--- config.mk ---
export PLATFORM = sky130hd
export DESIGN_NAME = gtimer_top
export DESIGN_NICKNAME = d
export VERILOG_FILES = /design/src/pkg/gtimer_pkg.sv /design/src/logic/gtimer_prescaler.sv /design/src/logic/gtimer_aux.sv /design/src/logic/gtimer_top.sv
export SDC_FILE = /design/constraint.sdc
export NUM_CORES = 1
export LEC_CHECK = 0
export BUFFER_PORTS_ARGS = -buffer_cell sky130_fd_sc_hd__buf_2
export CAP_MARGIN = 20
export CORE_MARGIN = 2
export CORE_UTILIZATION = 55
export DETAILED_ROUTE_END_ITERATION = 7
export GPL_ROUTABILITY_DRIVEN = 0
export PLACE_DENSITY = 0.7
export SLEW_MARGIN = 20
export SYNTH_ARGS = -nofsm -noshare
export SYNTH_HDL_FRONTEND = slang
export SYNTH_SLANG_ARGS = --single-unit
--- constraint.sdc ---
create_clock -name CLK -period 9.6 [get_ports CLK]
set_input_delay 0 -clock CLK [delete_from_list [all_inputs] [get_ports CLK]]
set_output_delay 0 -clock CLK [all_outputs]
set_load 0.03 [all_outputs]
--- src/pkg/gtimer_pkg.sv ---
// Purpose: shared constants for the timer group
// Assumes: 16-bit register port, one clock
// Notes: offsets are word indexes on the plain register port
package gtimer_pkg;
    localparam int MAIN_W = 16;
    localparam int AUX_W = 8;
    localparam int NCH = 5;
    localparam int ADDR_W = 6;
    localparam int DATA_W = 16;
    // ************************************
    // register offsets
    // ************************************
    localparam logic [5:0] OFF_MAIN_CTRL = 6'h00;
    localparam logic [5:0] OFF_MAIN_PRE = 6'h01;
    localparam logic [5:0] OFF_MAIN_PER = 6'h02;
    localparam logic [5:0] OFF_MAIN_CNT = 6'h03;
    localparam logic [5:0] OFF_CH_CTRL = 6'h04;
    localparam logic [5:0] OFF_CH_VAL = 6'h08;
    localparam logic [5:0] OFF_AUXA_CTRL = 6'h10;
    localparam logic [5:0] OFF_AUXA_PRE = 6'h11;
    localparam logic [5:0] OFF_AUXA_PER = 6'h12;
    localparam logic [5:0] OFF_AUXA_CMP = 6'h13;
    localparam logic [5:0] OFF_AUXA_CNT = 6'h14;
    localparam logic [5:0] OFF_AUXB_CTRL = 6'h18;
    localparam logic [5:0] OFF_AUXB_PRE = 6'h19;
    localparam logic [5:0] OFF_AUXB_PER = 6'h1A;
    localparam logic [5:0] OFF_AUXB_CMP = 6'h1B;
    localparam logic [5:0] OFF_AUXB_CNT = 6'h1C;
    localparam logic [5:0] OFF_STATUS = 6'h20;
    localparam logic [5:0] OFF_MASK = 6'h21;
    localparam logic [5:0] OFF_DMA_EN = 6'h22;
    // ************************************
    // field positions
    // ************************************
    localparam int MC_RUN = 0;
    localparam int MC_MODE_LO = 1;
    localparam int MC_IR = 3;
    localparam int CC_MODE = 0;
    localparam int CC_EDGE_LO = 1;
    localparam int AC_RUN = 0;
    localparam int ST_MAIN_OVF = 0;
    localparam int ST_CH_LO = 1;
    localparam int ST_AUXA_OVF = 6;
    localparam int ST_AUXA_CMP = 7;
    localparam int ST_AUXB_OVF = 8;
    localparam int ST_AUXB_CMP = 9;
    localparam int NSTAT = 10;
    // ************************************
    // reset values
    // ************************************
    localparam logic [15:0] RST_PER16 = 16'hFFFF;
    localparam logic [7:0] RST_PER8 = 8'hFF;
    localparam logic [15:0] RST_ZERO16 = 16'h0000;
    localparam logic [7:0] RST_ZERO8 = 8'h00;
    typedef enum logic [1:0] {
        MODE_STOP = 2'b00,
        MODE_FREE = 2'b01,
        MODE_EVENT = 2'b10,
        MODE_PWM = 2'b11
    } main_mode_type;
endpackage

--- src/logic/gtimer_prescaler.sv ---
// Purpose: programmable tick divider
// Assumes: div value N gives one tick every N+1 clocks
// Notes: held in reset while disabled
module gtimer_prescaler import gtimer_pkg::*; #(
    parameter int W = 16
) (
    input wire logic clk,
    input wire logic rst,
    input wire logic en,
    input wire logic [W-1:0] div,
    output logic tick
);
    logic [W-1:0] cnt_r;
    logic [W-1:0] cnt_nxt;

    always_comb begin
        cnt_nxt = cnt_r;
        tick = 1'b0;
        if (!en) begin
            cnt_nxt = '0;
        end else if (cnt_r >= div) begin
            cnt_nxt = '0;
            tick = 1'b1;
        end else begin
            cnt_nxt = cnt_r + 1'b1;
        end
    end

    always_ff @(posedge clk or posedge rst) begin
        if (rst) begin
            cnt_r <= '0;
        end else begin
            cnt_r <= cnt_nxt;
        end
    end
endmodule // gtimer_prescaler

--- src/logic/gtimer_aux.sv ---
// Purpose: 8-bit auxiliary timer with one compare channel
// Assumes: tick from a prescaler on the same clock
// Notes: pwm high while count below compare
module gtimer_aux import gtimer_pkg::*; #(
    parameter int W = AUX_W
) (
    input wire logic clk,
    input wire logic rst,
    input wire logic run,
    input wire logic tick,
    input wire logic [W-1:0] period,
    input wire logic [W-1:0] cmp,
    output logic [W-1:0] count,
    output logic pwm,
    output logic ovf,
    output logic match
);
    logic [W-1:0] cnt_r;
    logic [W-1:0] cnt_nxt;
    logic pwm_r;
    logic pwm_nxt;

    always_comb begin
        cnt_nxt = cnt_r;
        ovf = 1'b0;
        match = 1'b0;
        if (!run) begin
            cnt_nxt = '0;
        end else if (tick) begin
            match = (cnt_r == cmp);
            if (cnt_r >= period) begin
                cnt_nxt = '0;
                ovf = 1'b1;
            end else begin
                cnt_nxt = cnt_r + 1'b1;
            end
        end
        pwm_nxt = run && (cnt_nxt < cmp);
    end

    always_ff @(posedge clk or posedge rst) begin
        if (rst) begin
            cnt_r <= '0;
            pwm_r <= 1'b0;
        end else begin
            cnt_r <= cnt_nxt;
            pwm_r <= pwm_nxt;
        end
    end

    assign count = cnt_r;
    assign pwm = pwm_r;
endmodule // gtimer_aux

--- src/logic/gtimer_top.sv ---
// Purpose: timer group: 16-bit main timer with five channels, two 8-bit aux timers
// Assumes: plain register port, 16-bit data, read data one cycle after strobe
// Notes: capture pins are synchronised by two flops
// ************************************
// ************************************
module gtimer_top import gtimer_pkg::*; (
    input wire logic CLK,
    input wire logic RST,
    input wire logic [ADDR_W-1:0] ADDR,
    input wire logic [DATA_W-1:0] WDATA,
    input wire logic WR,
    input wire logic RD,
    output logic [DATA_W-1:0] RDATA,
    input wire logic EVENT_IN,
    input wire logic [NCH-1:0] CAP_IN,
    output logic [NCH-1:0] CH_OUT,
    output logic [NCH-1:0] CH_OE,
    output logic AUXA_OUT,
    output logic AUXB_OUT,
    output logic IR_OUT,
    output logic [2:0] DMA_REQ,
    output logic IRQ
);
    // ************************************
    // registers
    // ************************************
    logic [3:0] mctrl_r, mctrl_nxt;
    logic [15:0] mpre_r, mpre_nxt, mper_r, mper_nxt, mcnt_r, mcnt_nxt;
    logic [2:0] cctrl_r [NCH];
    logic [2:0] cctrl_nxt [NCH];
    logic [15:0] cval_r [NCH];
    logic [15:0] cval_nxt [NCH];
    logic [0:0] actrl_r [2];
    logic [0:0] actrl_nxt [2];
    logic [7:0] apre_r [2];
    logic [7:0] apre_nxt [2];
    logic [7:0] aper_r [2];
    logic [7:0] aper_nxt [2];
    logic [7:0] acmp_r [2];
    logic [7:0] acmp_nxt [2];
    logic [NSTAT-1:0] stat_r, stat_nxt, mask_r, mask_nxt;
    logic [2:0] dmaen_r, dmaen_nxt;
    logic [DATA_W-1:0] rdata_r, rdata_nxt;
    logic [NCH-1:0] chout_r, chout_nxt;
    logic [NCH-1:0] cap_s1_r, cap_s2_r, cap_d_r;
    logic ev_s1_r, ev_s2_r, ev_d_r;
    logic [2:0] dreq_r, dreq_nxt;

    // ************************************
    // aux timers
    // ************************************
    logic [1:0] a_tick, a_ovf, a_match, a_pwm;
    logic [7:0] a_cnt [2];

    genvar g;
    generate
        for (g = 0; g < 2; g++) begin : g_aux
            gtimer_prescaler #(.W(AUX_W)) u_pre (
                .clk(CLK),
                .rst(RST),
                .en(actrl_r[g][AC_RUN]),
                .div(apre_r[g]),
                .tick(a_tick[g])
            );
            gtimer_aux #(.W(AUX_W)) u_aux (
                .clk(CLK),
                .rst(RST),
                .run(actrl_r[g][AC_RUN]),
                .tick(a_tick[g]),
                .period(aper_r[g]),
                .cmp(acmp_r[g]),
                .count(a_cnt[g]),
                .pwm(a_pwm[g]),
                .ovf(a_ovf[g]),
                .match(a_match[g])
            );
        end
    endgenerate

    // ************************************
    // main timer tick source
    // ************************************
    main_mode_type mmode;
    logic m_run, ir_mode, m_pre_tick, m_tick, m_ovf, ev_edge;
    logic [NCH-1:0] cap_edge, ch_match;

    assign mmode = main_mode_type'(mctrl_r[MC_MODE_LO+1:MC_MODE_LO]);
    assign m_run = mctrl_r[MC_RUN] && (mmode != MODE_STOP);
    assign ir_mode = mctrl_r[MC_IR];
    assign ev_edge = ev_s2_r && !ev_d_r;

    gtimer_prescaler #(.W(MAIN_W)) u_mpre (
        .clk(CLK),
        .rst(RST),
        .en(m_run),
        .div(mpre_r),
        .tick(m_pre_tick)
    );

    // ir mode steps once per aux A period; event mode once per rising input edge
    always_comb begin
        if (ir_mode) begin
            m_tick = m_run && a_ovf[0];
        end else if (mmode == MODE_EVENT) begin
            m_tick = m_run && ev_edge;
        end else begin
            m_tick = m_pre_tick;
        end
    end

    // decode of a channel's capture edge select: 01 rise, 10 fall, 11 both
    function automatic logic edge_hit(input logic [1:0] sel, input logic now, input logic prev);
        edge_hit = (sel[0] && now && !prev) || (sel[1] && !now && prev);
    endfunction

    // ************************************
    // counter, channels, flags
    // ************************************
    always_comb begin
        mcnt_nxt = mcnt_r;
        m_ovf = 1'b0;
        if (!m_run) begin
            mcnt_nxt = RST_ZERO16;
        end else if (m_tick) begin
            if (mcnt_r >= mper_r) begin
                mcnt_nxt = RST_ZERO16;
                m_ovf = 1'b1;
            end else begin
                mcnt_nxt = mcnt_r + 16'h0001;
            end
        end
        for (int i = 0; i < NCH; i++) begin
            cap_edge[i] = cctrl_r[i][CC_MODE] && m_run &&
                          edge_hit(cctrl_r[i][CC_EDGE_LO+1:CC_EDGE_LO], cap_s2_r[i], cap_d_r[i]);
            ch_match[i] = !cctrl_r[i][CC_MODE] && m_tick && (mcnt_r == cval_r[i]);
            chout_nxt[i] = !cctrl_r[i][CC_MODE] && m_run && (mcnt_nxt < cval_r[i]);
        end
    end

    // ************************************
    // register file
    // ************************************
    logic [NSTAT-1:0] ev_set;
    assign ev_set = {a_match[1], a_ovf[1], a_match[0], a_ovf[0], cap_edge | ch_match, m_ovf};

    always_comb begin
        mctrl_nxt = mctrl_r;
        mpre_nxt = mpre_r;
        mper_nxt = mper_r;
        actrl_nxt = actrl_r;
        apre_nxt = apre_r;
        aper_nxt = aper_r;
        acmp_nxt = acmp_r;
        cctrl_nxt = cctrl_r;
        cval_nxt = cval_r;
        mask_nxt = mask_r;
        dmaen_nxt = dmaen_r;
        stat_nxt = stat_r;
        rdata_nxt = '0;
        for (int i = 0; i < NCH; i++) begin
            if (cap_edge[i]) begin
                cval_nxt[i] = mcnt_r;
            end
        end
        if (WR) begin
            case (ADDR)
                OFF_MAIN_CTRL: mctrl_nxt = WDATA[3:0];
                OFF_MAIN_PRE: mpre_nxt = WDATA;
                OFF_MAIN_PER: mper_nxt = WDATA;
                OFF_AUXA_CTRL: actrl_nxt[0] = WDATA[0:0];
                OFF_AUXA_PRE: apre_nxt[0] = WDATA[7:0];
                OFF_AUXA_PER: aper_nxt[0] = WDATA[7:0];
                OFF_AUXA_CMP: acmp_nxt[0] = WDATA[7:0];
                OFF_AUXB_CTRL: actrl_nxt[1] = WDATA[0:0];
                OFF_AUXB_PRE: apre_nxt[1] = WDATA[7:0];
                OFF_AUXB_PER: aper_nxt[1] = WDATA[7:0];
                OFF_AUXB_CMP: acmp_nxt[1] = WDATA[7:0];
                OFF_MASK: mask_nxt = WDATA[NSTAT-1:0];
                OFF_DMA_EN: dmaen_nxt = WDATA[2:0];
                default: begin
                    for (int i = 0; i < NCH; i++) begin
                        if (ADDR == OFF_CH_CTRL + 6'(i)) begin
                            cctrl_nxt[i] = WDATA[2:0];
                        end
                        if (ADDR == OFF_CH_VAL + 6'(i)) begin
                            cval_nxt[i] = WDATA;
                        end
                    end
                end
            endcase
        end
        if (RD) begin
            case (ADDR)
                OFF_MAIN_CTRL: rdata_nxt = {12'h000, mctrl_r};
                OFF_MAIN_PRE: rdata_nxt = mpre_r;
                OFF_MAIN_PER: rdata_nxt = mper_r;
                OFF_MAIN_CNT: rdata_nxt = mcnt_r;
                OFF_AUXA_CTRL: rdata_nxt = {15'h0000, actrl_r[0]};
                OFF_AUXA_PRE: rdata_nxt = {8'h00, apre_r[0]};
                OFF_AUXA_PER: rdata_nxt = {8'h00, aper_r[0]};
                OFF_AUXA_CMP: rdata_nxt = {8'h00, acmp_r[0]};
                OFF_AUXA_CNT: rdata_nxt = {8'h00, a_cnt[0]};
                OFF_AUXB_CTRL: rdata_nxt = {15'h0000, actrl_r[1]};
                OFF_AUXB_PRE: rdata_nxt = {8'h00, apre_r[1]};
                OFF_AUXB_PER: rdata_nxt = {8'h00, aper_r[1]};
                OFF_AUXB_CMP: rdata_nxt = {8'h00, acmp_r[1]};
                OFF_AUXB_CNT: rdata_nxt = {8'h00, a_cnt[1]};
                OFF_STATUS: rdata_nxt = {6'h00, stat_r};
                OFF_MASK: rdata_nxt = {6'h00, mask_r};
                OFF_DMA_EN: rdata_nxt = {13'h0000, dmaen_r};
                default: begin
                    for (int i = 0; i < NCH; i++) begin
                        if (ADDR == OFF_CH_CTRL + 6'(i)) begin
                            rdata_nxt = {13'h0000, cctrl_r[i]};
                        end
                        if (ADDR == OFF_CH_VAL + 6'(i)) begin
                            rdata_nxt = cval_r[i];
                        end
                    end
                end
            endcase
            if (ADDR == OFF_STATUS) begin
                stat_nxt = '0;
            end
        end
        // a new event in the clearing cycle must survive the read
        stat_nxt = stat_nxt | ev_set;
        // one-cycle dma pulses: main overflow or any channel event, aux overflows
        dreq_nxt = dmaen_r & {a_ovf[1], a_ovf[0], m_ovf | (|(cap_edge | ch_match))};
    end

    always_ff @(posedge CLK or posedge RST) begin
        if (RST) begin
            mctrl_r <= 4'h0;
            mpre_r <= RST_ZERO16;
            mper_r <= RST_PER16;
            mcnt_r <= RST_ZERO16;
            for (int i = 0; i < NCH; i++) begin
                cctrl_r[i] <= 3'h0;
                cval_r[i] <= RST_ZERO16;
            end
            for (int j = 0; j < 2; j++) begin
                actrl_r[j] <= 1'b0;
                apre_r[j] <= RST_ZERO8;
                aper_r[j] <= RST_PER8;
                acmp_r[j] <= RST_ZERO8;
            end
            stat_r <= '0;
            mask_r <= '0;
            dmaen_r <= 3'h0;
            rdata_r <= RST_ZERO16;
            chout_r <= '0;
            dreq_r <= 3'h0;
            cap_s1_r <= '0;
            cap_s2_r <= '0;
            cap_d_r <= '0;
            ev_s1_r <= 1'b0;
            ev_s2_r <= 1'b0;
            ev_d_r <= 1'b0;
        end else begin
            mctrl_r <= mctrl_nxt;
            mpre_r <= mpre_nxt;
            mper_r <= mper_nxt;
            mcnt_r <= mcnt_nxt;
            cctrl_r <= cctrl_nxt;
            cval_r <= cval_nxt;
            actrl_r <= actrl_nxt;
            apre_r <= apre_nxt;
            aper_r <= aper_nxt;
            acmp_r <= acmp_nxt;
            stat_r <= stat_nxt;
            mask_r <= mask_nxt;
            dmaen_r <= dmaen_nxt;
            rdata_r <= rdata_nxt;
            chout_r <= chout_nxt;
            dreq_r <= dreq_nxt;
            cap_s1_r <= CAP_IN;
            cap_s2_r <= cap_s1_r;
            cap_d_r <= cap_s2_r;
            ev_s1_r <= EVENT_IN;
            ev_s2_r <= ev_s1_r;
            ev_d_r <= ev_s2_r;
        end
    end

    // ************************************
    // outputs
    // ************************************
    assign RDATA = rdata_r;
    assign CH_OUT = chout_r;
    always_comb begin
        for (int i = 0; i < NCH; i++) begin
            CH_OE[i] = !cctrl_r[i][CC_MODE];
        end
    end
    assign AUXA_OUT = a_pwm[0];
    assign AUXB_OUT = a_pwm[1];
    assign IR_OUT = ir_mode && chout_r[0] && a_pwm[0];
    assign DMA_REQ = dreq_r;
    assign IRQ = |(stat_r & mask_r);
endmodule // gtimer_top

After elaboration in Yosys (flattened, before gate mapping)
Cells that the tools add are included.
{"block": "word_totals", "in_bits": 32, "word_cells": 262, "regBits": 312, "output_inout_bits": 33}
{"block": "classes", "bitwise_logic": 6, "mux": 61, "magnitude_cmp": 13, "addsub": 6, "n_reduce_logical": 102, "eq_ne": 33}
{"op": "16-bit two-way mux", "n": 24}
{"op": "16-bit one-hot mux with 17 select lines", "n": 1}
{"op": "80-bit two-way mux", "n": 2}
{"op": "16-bit == test", "n": 5}
{"op": "16-bit < comparator", "n": 5}
{"op": "8-bit two-way mux", "n": 10}
{"op": "6-bit by 5-bit == test with 1-bit output, second input constant", "n": 10}
{"op": "1-bit logical AND", "n": 58}
{"op": "16-bit by 1-bit adder with 16-bit output, second input constant", "n": 2}
{"op": "8-bit by 1-bit adder with 8-bit output, second input constant", "n": 4}
{"op": "16-bit >= comparator", "n": 2}
{"op": "8-bit >= comparator", "n": 4}
{"op": "6-bit by 4-bit == test with 1-bit output, second input constant", "n": 5}
{"op": "2-bit AND reduction", "n": 13}
{"op": "6-bit by 3-bit == test with 1-bit output, second input constant", "n": 4}
{"op": "1-bit two-way mux", "n": 21}
{"op": "10-bit two-way mux", "n": 2}
{"op": "6-bit == test, second input constant", "n": 3}
{"op": "8-bit == test", "n": 2}
{"op": "1-bit logical NOT", "n": 16}
{"op": "8-bit < comparator", "n": 2}
{"op": "3-bit AND reduction", "n": 5}
{"op": "13-bit OR reduction", "n": 1}
{"op": "6-bit by 2-bit == test with 1-bit output, second input constant", "n": 2}
{"op": "14 further kinds", "n": 18}

Longest topological paths before layout
{"block": "depth", "ltp_word": 13, "depth_mapped": 19, "ltp_nobuf": 17}

Modules after synthesis
From an unflattened synthesis, not the netlist that was laid out.
{"block": "hier_totals", "hier_cells": 2017, "area_unflattened_um2": 19736.4}
{"mod": "gtimer_top", "seq_area_each_um2": 6596.3, "instances": 1, "cells_each": 1543, "area_per_inst_um2": 15451.1}
{"mod": "gtimer_aux", "seq_area_each_um2": 225.2, "instances": 2, "cells_each": 115, "area_per_inst_um2": 940.9}
{"mod": "gtimer_prescaler (u_mpre)", "seq_area_each_um2": 400.4, "instances": 1, "cells_each": 126, "area_per_inst_um2": 1252.5}
{"mod": "gtimer_prescaler (g_aux[0].u_pre ...)", "seq_area_each_um2": 200.2, "instances": 2, "cells_each": 59, "area_per_inst_um2": 575.6}

Worst setup path after synthesis
No wires, ideal clock.
{"block": "synth_path", "path_type": "reg2reg", "start": "register aper_r[14] (netlist name)", "end": "register chout_r[4], in the netlist CH_OUT[4]", "period_less_slack_ns": 4.043, "setup_ns": 0.084, "t_arrival_ns": 3.959, "n_path_buf": 1, "t_required_ns": 9.516, "slack_ns": 5.557, "stages_incl_launch_ff": 19, "cell_sequence": "dfstp_2 -> inv_1 -> ha_1 -> a21o_1 -> a221o_1 -> a21oi_1 -> or4_1 -> nand2_1 -> a21o_1 -> buf_2 -> nor2_1 -> ha_1 -> a21o_1 -> a21o_1 -> a21oi_1 -> nor2_1 -> a211oi_1 -> o211a_1 -> a21boi_0"}
{"block": "synth_via", "elab_chain_len": 10}
{"element": "start, declared", "line": "gtimer_top.sv:37", "rtl": "logic [7:0] aper_r [2];"}
{"element": "start signal, assigned", "line": "gtimer_top.sv:269", "rtl": "aper_r <= aper_nxt;"}
{"element": "8-bit >= comparator", "line": "gtimer_aux.sv:31", "rtl": "if (cnt_r >= period) begin"}
{"element": "1-bit two-way mux", "line": "gtimer_aux.sv:31"}
{"element": "1-bit two-way mux", "line": "gtimer_aux.sv:29", "rtl": "end else if (tick) begin"}
{"element": "1-bit two-way mux", "line": "gtimer_aux.sv:27", "rtl": "if (!run) begin"}
{"element": "1-bit logical AND", "line": "gtimer_top.sv:103", "rtl": "m_tick = m_run && a_ovf[0];"}
{"element": "1-bit two-way mux", "line": "gtimer_top.sv:102", "rtl": "if (ir_mode) begin"}
{"element": "16-bit two-way mux", "line": "gtimer_top.sv:124", "rtl": "end else if (m_tick) begin"}
{"element": "16-bit two-way mux", "line": "gtimer_top.sv:122", "rtl": "if (!m_run) begin"}
{"element": "named net mcnt_nxt[5]", "line": "gtimer_top.sv:28", "rtl": "logic [15:0] mpre_r, mpre_nxt, mper_r, mper_nxt, mcnt_r, mcnt_nxt;"}
{"element": "16-bit < comparator", "line": "gtimer_top.sv:136", "rtl": "chout_nxt[i] = !cctrl_r[i][CC_MODE] && m_run && (mcnt_nxt < cval_r[i]);"}
{"element": "1-bit logical AND", "line": "gtimer_top.sv:136"}
{"element": "named net chout_nxt[4]", "line": "gtimer_top.sv:44", "rtl": "logic [NCH-1:0] chout_r, chout_nxt;"}
{"element": "end signal, assigned", "line": "gtimer_top.sv:275", "rtl": "chout_r <= chout_nxt;"}
{"element": "end, declared", "line": "gtimer_top.sv:44"}
The timed path passes the listed nets, and every way through them passes these cells.
A chain may end at the register's enable or synchronous reset.

Final worst setup path
Ends and elaborated chain as after synthesis.

==> summary.log <==
qor: status.failed_checks negative hold slack
qor: clocking.clock_insertion_delay_worst_skew 550 ps
qor: worst_setup_path.worst_setup_path_end_kind flop
qor: min_path.min_path_type input port to asynchronous set/reset pin
qor: global_routing.grt_antenna_before_repair 3
qor: status.run_status finished with violations
qor: cells_and_area.final_layout_size_suffix_gt1_frac 0.115
qor: timing.totalNegativeSetupSlack 0 ps
qor: timing.finalCritPeriodShare 0.550
qor: clocking.clock-root-buffer clkbuf_16
qor: worst_setup_path.ff2ff_setup_slack 4320 ps
qor: worst_setup_path.worstSetupStartpointType flop
qor: floorplanning.die_height 192 um
qor: placed_design.numPortBuffers 64
qor: timing.slew_headroom 0.260
qor: clocking.clkTransAtPathRegs 60 ps
qor: timing.final-max-slew-violation-count 0
qor: synthesis.synth_common_cells dfrtp_1, nand2_1, o21ai_0
qor: floorplanning.dieArea 37,100 sq um
qor: global_routing.grt-ovfl-total 0
qor: clocking.post_cts_resize_count 0
qor: synthesis.synth.yosys.warnings 0
qor: worst_setup_path.critical_path_start_end_classification flop to flop
qor: power_and_ir_drop.static-leakage-power 10.2 nW
qor: drt.postRouteAntennaNets 0
qor: clocking.htree_num_levels 2
qor: drt.vias 17,153
qor: synthesis.synthesis.instances 2,156
qor: global_routing.first_global_vias 16,880
qor: worst_setup_path.r2r_start aper_r[14]$_DFFE_PP1P_
qor: synthesis.ys_seq_area_frac 0.402
qor: cells_and_area.area.growth.synth_to_final 11.9%
qor: floorplanning.core_region_area 35,300 sq um
qor: synthesis.netlist-cell-type-count 71
qor: synthesis.synth_largest_area_cell dfrtp_1
qor: drt.dr.pass1.iters 7
qor: job.max_cap_viol_count 0
qor: global_routing.maximum_number_of_pins_on_one_net_before_global_route_repair 180
qor: clocking.cts_tree yes
qor: drt.overall_routed_net_length 65,000 um
qor: drt.drt-wirelength-per-cell 24.2 um
qor: synthesis.synth-edff-count 0
qor: worst_setup_path.worst-endpoint-required 10,060 ps
qor: clocking.cts_buffers 37
qor: timing.final_period_minus_worst_setup_slack 5280 ps
qor: power_and_ir_drop.power.density 185 nW/um^2
qor: synthesis.postSynth.asyncResetShare 1.00
qor: synthesis.yosys.area.top_type_share 0.359
qor: synthesis.synthMostInstantiatedCell dfrtp_1
qor: timing.grt_setup_unrepaired false
qor: floorplanning.initial_utilization 0.553
qor: power_and_ir_drop.ir_drop 0.153 mV
qor: synthesis.postSynthAreaPerCell 9.06 sq um
qor: worst_setup_path.r2r-end CH_OUT[4]$_DFF_PP0_
qor: floorplanning.io_pins 65
qor: drt.drc 0
qor: cells_and_area.finalCoreUtilization 0.619
qor: synthesis.postSynthNetCount 2,347
qor: worst_setup_path.critical_path.max_fanout 15
qor: floorplanning.die_w 192 um
qor: worst_setup_path.arrival 5740 ps
qor: timing.worst_slack_setup_final 4320 ps
qor: global_routing.track_usage 0.358
qor: cells_and_area.number_of_flip_flops_in_the_largest_register 80
qor: timing.max_freq 189 MHz
qor: timing.whs -23.8 ps
qor: drt.routed_via_density 6.38
qor: placed_design.dp_slack 4550 ps
qor: synthesis.synth.ff_latch_count 312
qor: timing.setup_viol 0
qor: global_routing.grt_first_pass_wirelength 100,000 um
qor: floorplanning.floorplan.rows 69
qor: cells_and_area.largest-register cval_r
qor: drt.number_of_drc_markers_after_the_initial_detailed_route_iteration 2,040
qor: synthesis.post_synth_instance_area 19,500 sq um
qor: timing.finalClockSkew 19.4 ps
qor: placed_design.place_hpwl 46,000 um
qor: clocking.max-clock-path-buffers 3
qor: worst_setup_path.worst_r2r_path_depth 15
qor: cells_and_area.final_net_count 2,386
qor: synthesis.post_synth_main_area_contributors dfrtp_1, ha_1, o21ai_0
qor: timing.worstMarginPinSlew 1110 ps
qor: timing.finalHoldViolations 21
qor: synthesis.ys.flop_type dfrtp_1
qor: power_and_ir_drop.total_design_power 0.00405 W
qor: clocking.numClockSinks 312
[layout make-up]
cell class	instances	area, sq um
Antenna cell	4	10.0
Sequential cell	312	7850
Tap cell	461	577
Clock inverter	17	254
Inverter	182	691
Multi-Input combinational cell	1536	10600
Timing Repair Buffer	126	903
Fill cell	2985	13500
Clock buffer	49	1010
[how the worst max path moves through the flow]
stage / depth (start not counted) / endpoint / startpoint / slack [ps]
finish: 15 / CH_OUT[4]$_DFF_PP0_ / aper_r[14]$_DFFE_PP1P_ / 4320
global route: 14 / CH_OUT[4]$_DFF_PP0_ / u_mpre.cnt_r[2]$_DFF_PP0_ / 4100
CTS: 15 / CH_OUT[4]$_DFF_PP0_ / aper_r[14]$_DFFE_PP1P_ / 4490
detailed placement: 15 / CH_OUT[4]$_DFF_PP0_ / aper_r[14]$_DFFE_PP1P_ / 4550
global placement: 15 / CH_OUT[4]$_DFF_PP0_ / aper_r[14]$_DFFE_PP1P_ / 4850
floorplan: 1 / CH_OUT[0]$_DFF_PP0_ / RST / 1020
[report_power, final]
part / switching [W] / internal (W)
Sequential: 0.000230 / 0.00153
Clock: 0.000588 / 0.000905
Combinational: 0.000491 / 0.000316
[per-layer routing]
| layer | up-vias | track usage | wire (um) |
|---|---|---|---|
| met1 | 8237 | 0.468 | 25700 |
| met3 | 311 | 0.0682 | 6040 |
| li1 | 7643 | - | - |
| met2 | 962 | 0.545 | 28300 |
| met5 | - | 0 | 0 |
| met4 | 0 | 0.234 | 5060 |
[logic make-up after synthesis]
family,synth area share
buffers and inverters,0.0603
multiplexers,0.0709
AND/OR/NAND/NOR,0.143
flip-flops,0.402
AO/OA/AOI/OAI,0.158
XOR/XNOR,0.0641
adder cells (fa/ha/maj),0.102
[repair_timing]
action | in CTS | in global routing
hold buffers | 25 | 0
endpoints found under the hold margin | 251 | 0
setup buffers | 0 | 0
[worst max-delay path: stages, from the launching register on]
cell and delay [ps]:
dfstp_2 510, inv_1 60, ha_1 310, a21o_1 190
a221o_1 330, a21oi_1 540, or4_1 360, nand2_1 290
a21o_1 460, a21oi_1 600, ha_1 360, nand4_1 140
nor3_1 90, a2111oi_0 530, o211a_1 230, a21boi_0 180
[stage by stage]
stage                     area [sq um]  std cells
after floorplan                  19500       2156
after global placement           20300       2590
after detailed placement         20300       2591
after CTS                        21800       2682
after global routing             21900       2685
final                            21900       2687
[cells in the final DEF (no fill, tap or decap), types with 12 or more instances in the layout]
master,Yosys,final
nor4_1,16,16
a21oi_1,126,126
xor2_1,57,57
nand3_1,60,60
o22ai_1,22,22
nor2_1,160,157
buf_2,12,63
nand4_1,35,35
dfstp_2,32,32
nand2_1,197,196
a21o_1,23,23
and3_1,20,20
nor2b_1,15,14
mux2i_1,89,89
o21ai_0,187,186
ha_1,159,159
dlygate4sd3_1,0,25
a31oi_1,12,12
buf_4,0,35
o211ai_1,13,13
inv_1,181,180
mux2_2,44,44
nand2b_1,18,17
dfrtp_1,280,280
clkbuf_16,0,37
o31ai_1,12,12
xnor2_1,86,86
a22oi_1,41,41
nor3_1,25,20
Power figures use the tool's default switching activity.
